$ cat config.mk
export PLATFORM = sky130hd
export DESIGN_NAME = ibrgc_top
export DESIGN_NICKNAME = d
export VERILOG_FILES = /design/src/hw/ibrgc_pkg.sv /design/src/hw/ibrgc_line_if.sv /design/src/hw/ibrgc_pin_sync.sv /design/src/hw/ibrgc_top.sv
export SDC_FILE = /design/constraint.sdc
export NUM_CORES = 1
export LEC_CHECK = 0
export ABC_AREA = 1
export BUFFER_PORTS_ARGS = -buffer_cell sky130_fd_sc_hd__buf_2
export CORE_ASPECT_RATIO = 0.7
export CORE_MARGIN = 2
export CORE_UTILIZATION = 44
export DETAILED_ROUTE_END_ITERATION = 7
export GPL_ROUTABILITY_DRIVEN = 0
export SETUP_SLACK_MARGIN = 0.15
export SYNTH_ARGS = -nofsm -noshare
export SYNTH_HDL_FRONTEND = slang
export SYNTH_SLANG_ARGS = --single-unit
$ cat constraint.sdc
create_clock -name clk_sys_i -period 1.7 [get_ports clk_sys_i]
set_input_delay 0.085 -clock clk_sys_i [delete_from_list [all_inputs] [get_ports clk_sys_i]]
set_output_delay 0.085 -clock clk_sys_i [all_outputs]
set_load 0.1 [all_outputs]
$ cat src/hw/ibrgc_pkg.sv
// shared constants and types of the serial recovery / broadcast block
// assumes one system clock; the bus pins arrive asynchronously
package ibrgc_pkg;
  localparam logic [7:0] GC_ADDR       = 8'h00;  // broadcast address byte
  localparam logic [1:0] OP_WRITE      = 2'h0;
  localparam logic [1:0] OP_INC        = 2'h1;
  localparam logic [1:0] OP_DEC        = 2'h2;
  localparam logic [1:0] OP_READ       = 2'h3;
  localparam logic [3:0] MEM_VOL       = 4'h0;   // volatile wiper location
  localparam logic [3:0] MEM_NV        = 4'h2;   // nonvolatile wiper location
  localparam logic [3:0] CNT_ZERO      = 4'h0;
  localparam logic [3:0] ACK_SLOT      = 4'h8;   // ninth clock of a byte
  localparam logic [3:0] BIT_TOP       = 4'h7;
  localparam int         WIPER_W       = 9;
  localparam logic [8:0] WIPER_MAX     = 9'h100; // full scale
  localparam logic [8:0] WIPER_MID     = 9'h080; // reset value, mid scale
  localparam logic [6:0] DEV_ADDR_DFLT = 7'h2e;  // arbitrary value

  typedef enum logic [2:0] {
    ST_IDLE = 3'b000,
    ST_ADDR = 3'b001,
    ST_CMD  = 3'b010,
    ST_DATA = 3'b011,
    ST_TX   = 3'b100
  } ibrgc_state_t;

  typedef enum logic [1:0] {
    DO_NONE = 2'b00,
    DO_INC  = 2'b01,
    DO_DEC  = 2'b10,
    DO_WR   = 2'b11
  } ibrgc_act_t;
endpackage

$ cat src/hw/ibrgc_line_if.sv
// bus events decoded from the synchronised pins
// assumes producer and consumer share clk_sys_i
`timescale 1ns/1ns
interface ibrgc_line_if;
  logic scl_rise;  // one-cycle pulse, clock line went high
  logic scl_fall;  // one-cycle pulse, clock line went low
  logic start;     // one-cycle pulse, start condition
  logic stop;      // one-cycle pulse, stop condition
  logic sda;       // synchronised data line level
  modport src (output scl_rise, scl_fall, start, stop, sda);
  modport snk (input  scl_rise, scl_fall, start, stop, sda);
endinterface // ibrgc_line_if

$ cat src/hw/ibrgc_pin_sync.sv
// two-flop synchronisers for the bus pins and the event decoder
// assumes the bus clock is much slower than clk_sys_i (8 samples or more)
`timescale 1ns/1ns
module ibrgc_pin_sync (
  input  wire logic   clk_sys_i, // system clock
  input  wire logic   rst_b_i,   // async reset, active low
  input  wire logic   scl_i,     // bus clock pin
  input  wire logic   sda_i,     // bus data pin
  ibrgc_line_if.src   ln         // decoded events
);
  localparam int  NCH    = 2;  // channels: clock line, data line
  localparam int  CH_SCL = 1;
  localparam int  CH_SDA = 0;
  logic [NCH-1:0] pin_w;
  logic [NCH-1:0] m_ff;        // first stage, read only by the second
  logic [NCH-1:0] s_ff;        // synchronised level
  logic [NCH-1:0] d_ff;        // one cycle older, for edge detection

  assign pin_w = {scl_i, sda_i};

  // released bus idles high, so reset to high avoids a false edge
  for (genvar g = 0; g < NCH; g++) begin : g_sync
    always_ff @(posedge clk_sys_i or negedge rst_b_i) begin
      if (!rst_b_i) begin
        m_ff[g] <= 1'b1;
        s_ff[g] <= 1'b1;
        d_ff[g] <= 1'b1;
      end else begin
        m_ff[g] <= pin_w[g];
        s_ff[g] <= m_ff[g];
        d_ff[g] <= s_ff[g];
      end
    end
  end

  wire scl_s = s_ff[CH_SCL];
  wire scl_d = d_ff[CH_SCL];
  wire sda_s = s_ff[CH_SDA];
  wire sda_d = d_ff[CH_SDA];

  assign ln.scl_rise = scl_s & ~scl_d;
  assign ln.scl_fall = ~scl_s & scl_d;
  assign ln.start    = scl_s & scl_d & sda_d & ~sda_s;
  assign ln.stop     = scl_s & scl_d & ~sda_d & sda_s;
  assign ln.sda      = sda_s;
endmodule // ibrgc_pin_sync

$ cat src/hw/ibrgc_top.sv
// serial interface of the potentiometer: recovery and broadcast commands
// assumes an open-drain bus with pull-ups; pins are asynchronous
`timescale 1ns/1ns
module ibrgc_top #(
  parameter logic [6:0] DEV_ADDR = ibrgc_pkg::DEV_ADDR_DFLT
) (
  input  wire logic                        clk_sys_i, // system clock 25 MHz
  input  wire logic                        rst_b_i,   // async reset, low
  input  wire logic                        scl_i,     // bus clock pin
  input  wire logic                        sda_i,     // bus data pin in
  output logic                             sda_o,     // data pin out, low
  output logic                             sda_oe_o,  // high: pull data low
  output logic [ibrgc_pkg::WIPER_W-1:0]    wiper_o,   // volatile wiper
  output logic                             nv_wr_o,   // start nv write pulse
  output logic [ibrgc_pkg::WIPER_W-1:0]    nv_data_o, // value for nv write
  output logic                             busy_o     // transfer in progress
);
  ibrgc_line_if ln ();

  ibrgc_pin_sync u_sync (
    .clk_sys_i (clk_sys_i),
    .rst_b_i   (rst_b_i),
    .scl_i     (scl_i),
    .sda_i     (sda_i),
    .ln        (ln.src)
  );

  ibrgc_pkg::ibrgc_state_t state_ff, post_ff, post_w;
  ibrgc_pkg::ibrgc_act_t   act_ff, act_w;
  logic [3:0]                     cnt_ff;
  logic                           in_ack_ff;
  logic [7:0]                     sh_ff;
  logic [7:0]                     tx_ff;
  logic                           oe_ff;
  logic [3:0]                     mem_ff;
  logic                           d8_ff;
  logic                           gc_ff;
  logic [ibrgc_pkg::WIPER_W-1:0]  wiper_ff;
  logic [ibrgc_pkg::WIPER_W-1:0]  nv_data_ff;
  logic                           nv_pend_ff;
  logic                           nv_wr_ff;

  // byte decode
  wire        dev_match = sh_ff[7:1] == DEV_ADDR;
  wire        gc_hit    = sh_ff == ibrgc_pkg::GC_ADDR;
  wire [1:0]  cmd_op    = sh_ff[3:2];
  wire [3:0]  cmd_mem   = sh_ff[7:4];
  wire        is_vol    = cmd_mem == ibrgc_pkg::MEM_VOL;
  wire        is_nv     = cmd_mem == ibrgc_pkg::MEM_NV;
  // broadcast limited to volatile write/inc/dec
  wire        cmd_ok    = (is_vol && cmd_op != ibrgc_pkg::OP_READ)
                        || (is_nv && cmd_op == ibrgc_pkg::OP_WRITE
                            && !gc_ff);
  wire        at_ack    = cnt_ff == ibrgc_pkg::ACK_SLOT;
  wire        active    = state_ff != ibrgc_pkg::ST_IDLE;
  wire        is_tx     = state_ff == ibrgc_pkg::ST_TX;
  wire        tx_nack   = is_tx && at_ack && in_ack_ff && ln.sda;
  wire        decide    = active && ln.scl_fall && at_ack && !in_ack_ff;
  wire        exec      = active && ln.scl_fall && at_ack && in_ack_ff;
  wire [2:0]  tx_idx    = 3'(ibrgc_pkg::BIT_TOP - cnt_ff);
  wire [ibrgc_pkg::WIPER_W-1:0] wr_raw = {d8_ff, sh_ff};
  wire [ibrgc_pkg::WIPER_W-1:0] wr_val =
    (wr_raw > ibrgc_pkg::WIPER_MAX) ? ibrgc_pkg::WIPER_MAX : wr_raw;
  wire        ack_ok =
    (state_ff == ibrgc_pkg::ST_ADDR) ? (dev_match || gc_hit) :
    (state_ff == ibrgc_pkg::ST_CMD)  ? cmd_ok :
    (state_ff == ibrgc_pkg::ST_DATA);

  always_comb begin
    post_w = ibrgc_pkg::ST_CMD;
    act_w  = ibrgc_pkg::DO_NONE;
    unique case (state_ff)
      ibrgc_pkg::ST_ADDR: begin
        if (dev_match && sh_ff[0])
          post_w = ibrgc_pkg::ST_TX;
      end
      ibrgc_pkg::ST_CMD: begin
        if (cmd_op == ibrgc_pkg::OP_WRITE)
          post_w = ibrgc_pkg::ST_DATA;
        else if (cmd_op == ibrgc_pkg::OP_INC)
          act_w = ibrgc_pkg::DO_INC;
        else if (cmd_op == ibrgc_pkg::OP_DEC)
          act_w = ibrgc_pkg::DO_DEC;
      end
      ibrgc_pkg::ST_DATA: act_w = ibrgc_pkg::DO_WR;
      ibrgc_pkg::ST_TX:   post_w = ibrgc_pkg::ST_TX;
      ibrgc_pkg::ST_IDLE: post_w = ibrgc_pkg::ST_IDLE;
      default:            post_w = ibrgc_pkg::ST_IDLE;
    endcase
  end

  // serial state: start and stop touch only this process and the nv request one
  always_ff @(posedge clk_sys_i or negedge rst_b_i) begin
    if (!rst_b_i) begin
      state_ff  <= ibrgc_pkg::ST_IDLE;
      cnt_ff    <= ibrgc_pkg::CNT_ZERO;
      in_ack_ff <= 1'b0;
      oe_ff     <= 1'b0;
    end else if (ln.start) begin
      state_ff  <= ibrgc_pkg::ST_ADDR;
      cnt_ff    <= ibrgc_pkg::CNT_ZERO;
      in_ack_ff <= 1'b0;
      oe_ff     <= 1'b0;
    end else if (ln.stop) begin
      state_ff  <= ibrgc_pkg::ST_IDLE;
      in_ack_ff <= 1'b0;
      oe_ff     <= 1'b0;
    end else if (ln.scl_rise && active) begin
      if (!at_ack) begin
        cnt_ff <= cnt_ff + 4'h1;
      end else if (tx_nack) begin
        state_ff <= ibrgc_pkg::ST_IDLE;
        oe_ff    <= 1'b0;
      end
    end else if (ln.scl_fall && active) begin
      if (!at_ack) begin
        if (is_tx && cnt_ff != ibrgc_pkg::CNT_ZERO)
          oe_ff <= ~tx_ff[tx_idx];
      end else if (!in_ack_ff) begin
        in_ack_ff <= 1'b1;
        if (is_tx) begin
          oe_ff <= 1'b0;
        end else if (ack_ok) begin
          oe_ff <= 1'b1;
        end else begin
          // not for us or malformed: release and wait for a start
          state_ff <= ibrgc_pkg::ST_IDLE;
          oe_ff    <= 1'b0;
        end
      end else begin
        in_ack_ff <= 1'b0;
        cnt_ff    <= ibrgc_pkg::CNT_ZERO;
        state_ff  <= post_ff;
        oe_ff     <= (post_ff == ibrgc_pkg::ST_TX) ? ~wiper_ff[7] : 1'b0;
      end
    end
  end

  // byte datapath; also holds the decoded next state and action
  always_ff @(posedge clk_sys_i or negedge rst_b_i) begin
    if (!rst_b_i) begin
      sh_ff   <= 8'h00;
      tx_ff   <= 8'h00;
      post_ff <= ibrgc_pkg::ST_IDLE;
      act_ff  <= ibrgc_pkg::DO_NONE;
      mem_ff  <= ibrgc_pkg::MEM_VOL;
      d8_ff   <= 1'b0;
      gc_ff   <= 1'b0;
    end else begin
      if (ln.scl_rise && active && !at_ack)
        sh_ff <= {sh_ff[6:0], ln.sda};
      if (exec)
        tx_ff <= wiper_ff[7:0];
      if (decide) begin
        post_ff <= post_w;
        act_ff  <= is_tx ? ibrgc_pkg::DO_NONE : act_w;
      end
      if (decide && state_ff == ibrgc_pkg::ST_ADDR)
        gc_ff <= gc_hit;
      if (decide && state_ff == ibrgc_pkg::ST_CMD) begin
        mem_ff <= cmd_mem;
        d8_ff  <= sh_ff[0];
      end
    end
  end

  // wiper register; reset only by rst_b_i, never by bus
  always_ff @(posedge clk_sys_i or negedge rst_b_i) begin
    if (!rst_b_i) begin
      wiper_ff <= ibrgc_pkg::WIPER_MID;
    end else if (exec) begin
      unique case (act_ff)
        ibrgc_pkg::DO_INC: if (wiper_ff < ibrgc_pkg::WIPER_MAX)
                             wiper_ff <= wiper_ff + 9'h001;
        ibrgc_pkg::DO_DEC: if (wiper_ff != 9'h000)
                             wiper_ff <= wiper_ff - 9'h001;
        ibrgc_pkg::DO_WR:  if (mem_ff == ibrgc_pkg::MEM_VOL)
                             wiper_ff <= wr_val;
        ibrgc_pkg::DO_NONE: wiper_ff <= wiper_ff;
      endcase
    end
  end

  // a start before the stop cancels the write, so a cut-short command
  // followed by recovery never programs the memory
  always_ff @(posedge clk_sys_i or negedge rst_b_i) begin
    if (!rst_b_i) begin
      nv_pend_ff <= 1'b0;
      nv_data_ff <= ibrgc_pkg::WIPER_MID;
      nv_wr_ff   <= 1'b0;
    end else begin
      nv_wr_ff <= ln.stop && nv_pend_ff;
      if (ln.start || ln.stop) begin
        nv_pend_ff <= 1'b0;
      end else if (exec && act_ff == ibrgc_pkg::DO_WR
                   && mem_ff == ibrgc_pkg::MEM_NV) begin
        nv_pend_ff <= 1'b1;
        nv_data_ff <= wr_val;
      end
    end
  end

  assign sda_o     = 1'b0;
  assign sda_oe_o  = oe_ff;
  assign wiper_o   = wiper_ff;
  assign nv_wr_o   = nv_wr_ff;
  assign nv_data_o = nv_data_ff;
  assign busy_o    = active;
endmodule // ibrgc_top

==> flow_summary_export.csv <==
group,metric,value,unit
timing,hold_slack,0.101,ns
power_and_ir_drop,peakVddDrop,0.495,mV
synth,synthArstFlopShare,100,%
critical_path,worstPathMaxFanout,8,
global_route,grt_first_pass_wirelength,14400,µm
cells_and_area,fill_cells,619,
critical_path,startpoint,"act_ff[0]$_DFFE_PN0P_",
worst_hold_path,hold_path.class,"in -> async",
floorplan,die_w,109,µm
critical_path,cp-start-kind,"flop",
cells_and_area,fin_util,67.0,%
placement,port_buffers,24,
clocking,clk_pin_slew_worst_paths,0.07,ns
floorplan,start_util,45.9,%
drt,initialDrtViolationCount,161,
status,violations,"negative setup slack",
timing,slew_violations,0,
power_and_ir_drop,power_density,742,mW/mm²
timing,rsz0062_at_grt,"true",
clocking,cts_max_path_buffers,2,
critical_path,endpoint_kind,"flop",
timing,min_period_over_period,101,%
clocking,cts_tree,"yes",
critical_path,slowest_stage,"dfrtp_1",
synth,synth_largest_area_cell,"dfrtp_1",
power_and_ir_drop,p_leak,2.39,nW
clocking,clockRootBuffer,"clkbuf_8",
synth,yosys_warnings,0,
synth,yosysMostFrequentCell,"nand2_1",
status,status,"finished with violations",
run,drv_cap,0,
drt,dr.pass1.iters,7,
synth,yosysUniqueCellTypes,40,
critical_path,crit_top_cell,"nand2_2",
placement,pre_cts_slack,-0.0979,ns
floorplan,num_rows,26,
synth,synth_common_cells,"nand2_1 (121), dfrtp_1 (54), inv_1 (45)",
timing,max_freq,583,MHz
placement,dp_cells,570,
synth,syn_nets,432,
timing,min_period,1.72,ns
global_route,grt_max_degree,36,
cells_and_area,n_antenna_cell,0,
synth,syn_area,0.00337,mm²
critical_path,reg2reg_to,"wiper_o[4]$_DFFE_PN0P_",
drt,drc,0,
critical_path,critical_path_buf_inv_count,2,
critical_path,critPathRequiredTime,1.94,ns
timing,setup_viol,3,
cells_and_area,drive_gt1_share,44.7,%
critical_path,critPathTopFamily,"simple AND/OR/NAND/NOR gates",
critical_path,reg2reg_from,"act_ff[0]$_DFFE_PN0P_",
global_route,overflow,0,
placement,dp.final_hpwl,6310,µm
floorplan,io_pins,26,
critical_path,critPathKind,"reg -> reg",
timing,setup_ws,-0.0164,ns
critical_path,cp_num_cells,11,
global_route,antenna_found_initial,0,
timing,hold_viol_final,0,
critical_path,critPathMaxStageDelay,0.37,ns
clocking,cts_made_buffers,9,
drt,num_vias,3230,
critical_path,crit_end,"wiper_o[4]$_DFFE_PN0P_",
cells_and_area,areaGrowthSynthToFinish,46.0,%
global_route,grt_usage,22.5,%
synth,synth-seq-area-share,46.3,%
synth,synth_cells,418,
cells_and_area,fin_cells,621,
synth,syn_area_per_cell,8.07,µm²
clocking,h-tree-depth,3,
critical_path,r2r_cells,11,
synth,synth-edff-count,0,
synth,synth_top_area_share,40.1,%
synth,ys_ff_latch,62,
critical_path,arrival,1.95,ns
floorplan,dieArea,0.00839,mm²
drt,drtAntennaViolNets,0,
drt,wl_per_cell,15.6,µm
drt,finalWirelength,9690,µm
floorplan,coreArea,0.00735,mm²
timing,slew_headroom,64.4,%
global_route,grt_pass1_vias,2945,
clocking,clk_latency,0.35,ns
clocking,cts.sinks,62,
cells_and_area,fin_nets,532,
timing,tightest_slew,0.531,ns
floorplan,fp.dieH,77.2,µm
critical_path,rrSetupSlack,-0.02,ns
critical_path,path_cells,"inv_2 -> nand2_4 -> inv_8 -> fa_2 -> nand2_2 -> nand2_2 -> nand2_2 -> nand2_2 -> xor2_1 -> o21ai_1 -> nand2_1",
timing,skew,0.0112,ns
synth,synth.area.top_cells,"dfrtp_1 (40%), nand2_1 (13%), dfstp_2 (6.2%)",
synth,ys.flop_type,"dfrtp_1",
drt,vias_per_cell,5.20,
worst reg2reg max path: stages (launching register included):
cell     delay [ns]
dfrtp_1        0.37
inv_2          0.06
nand2_4        0.09
inv_8          0.05
fa_2           0.35
nand2_2        0.09
nand2_2        0.05
nand2_2        0.08
nand2_2        0.07
xor2_1         0.15
o21ai_1        0.17
nand2_1        0.07
worst min-delay path by stage:
stage | to | slack, ns | depth (start not counted)
finish | wiper_o[4]$_DFFE_PN0P_ | 0.10 | 2
global route | wiper_o[4]$_DFFE_PN0P_ | 0.12 | 2
CTS | wiper_o[4]$_DFFE_PN0P_ | 0.1 | 2
detailed placement | wiper_o[4]$_DFFE_PN0P_ | -0.07 | 1
global placement | wiper_o[4]$_DFFE_PN0P_ | -0.07 | 1
floorplan | act_ff[0]$_DFFE_PN0P_ | -0.21 | 0
sequential cells by signal (all words and copies together), names as in the netlist, 2 cells and up:
name         flops
wiper_o          9
tx_ff            8
mem_ff           4
sh_ff            8
nv_data_o        9
act_ff           2
state_ff         3
cnt_ff           4
u_sync.m_ff      2
post_ff          3
timing repair:
item,4_1_cts,5_1_grt
buffers inserted,11,18
pin swaps,26,34
hold buffers,3,0
hold endpoints to repair,56,0
cloned,1,2
resized for setup,43,74
endpoints found under the setup margin,29,47
where the power goes:
group          switching [mW]  internal [mW]  total, mW
logic                   0.406          0.234      0.641
clock network           0.589          0.868       1.46
registers              0.0289           1.53       1.56
total                    1.02           2.63       3.65
logic make-up (layout without fill, tap and decap cells):
family | Yosys count | count (layout) | synth area share, %
and+or+nand+nor | 200 | 203 | 27.2
AOI/OAI and AO/OA | 76 | 76 | 12.5
DFF | 62 | 62 | 46.3
buffers and inverters | 60 | 162 | 7.50
adders and majority gates | 10 | 10 | 3.93
xor gates and xnor gates | 6 | 6 | 1.56
muxes | 3 | 3 | 0.965
other | 1 | 1 | 0.111
area by class of cell:
| class | count | area [µm²] | area share [%] |
|---|---|---|---|
| clock inverter | 3 | 67.6 | 1.37 |
| sequential | 62 | 1590 | 32.3 |
| tap | 98 | 123 | 2.49 |
| timing repair buffer | 93 | 714 | 14.5 |
| multi-input combinational | 299 | 2040 | 41.5 |
| inverter | 53 | 234 | 4.75 |
| clock buffer | 13 | 149 | 3.02 |
layout by cell type (no fill, tap or decap), types with 7 or more instances in the layout:
cell type / instances
inv_1: 35
nor2_1: 23
dfstp_2: 7
a21oi_2: 8
o21ai_2: 9
o21ai_0: 19
buf_4: 54
nand2_1: 95
inv_2: 13
nand3_1: 10
o21ai_1: 18
nand2_2: 24
nand3_2: 9
buf_6: 9
clkbuf_8: 10
buf_2: 23
a21oi_1: 8
dfrtp_1: 45
metal layers:
metal	wire length (µm)	track usage (%)	part of all wire, %
met1	4640	33.8	48
met2	4410	31.8	45
met3	510	5.87	5.3
met4	138	5.90	1.4
met5	0	0	0
metrics by stage:
stage	area, µm²	setup TNS (ns)	total power [mW]
2_1_floorplan	3530	-0.0608	1.91
3_5_place_dp	4020	-0.448	2.09
3_3_place_gp	4020	-0.193	2.09
5_1_grt	4920	-0.970	3.80
6_report	4920	-0.0335	3.65
4_1_cts	4520	-0.00355	3.58
(Power assumes the default switching activity.)
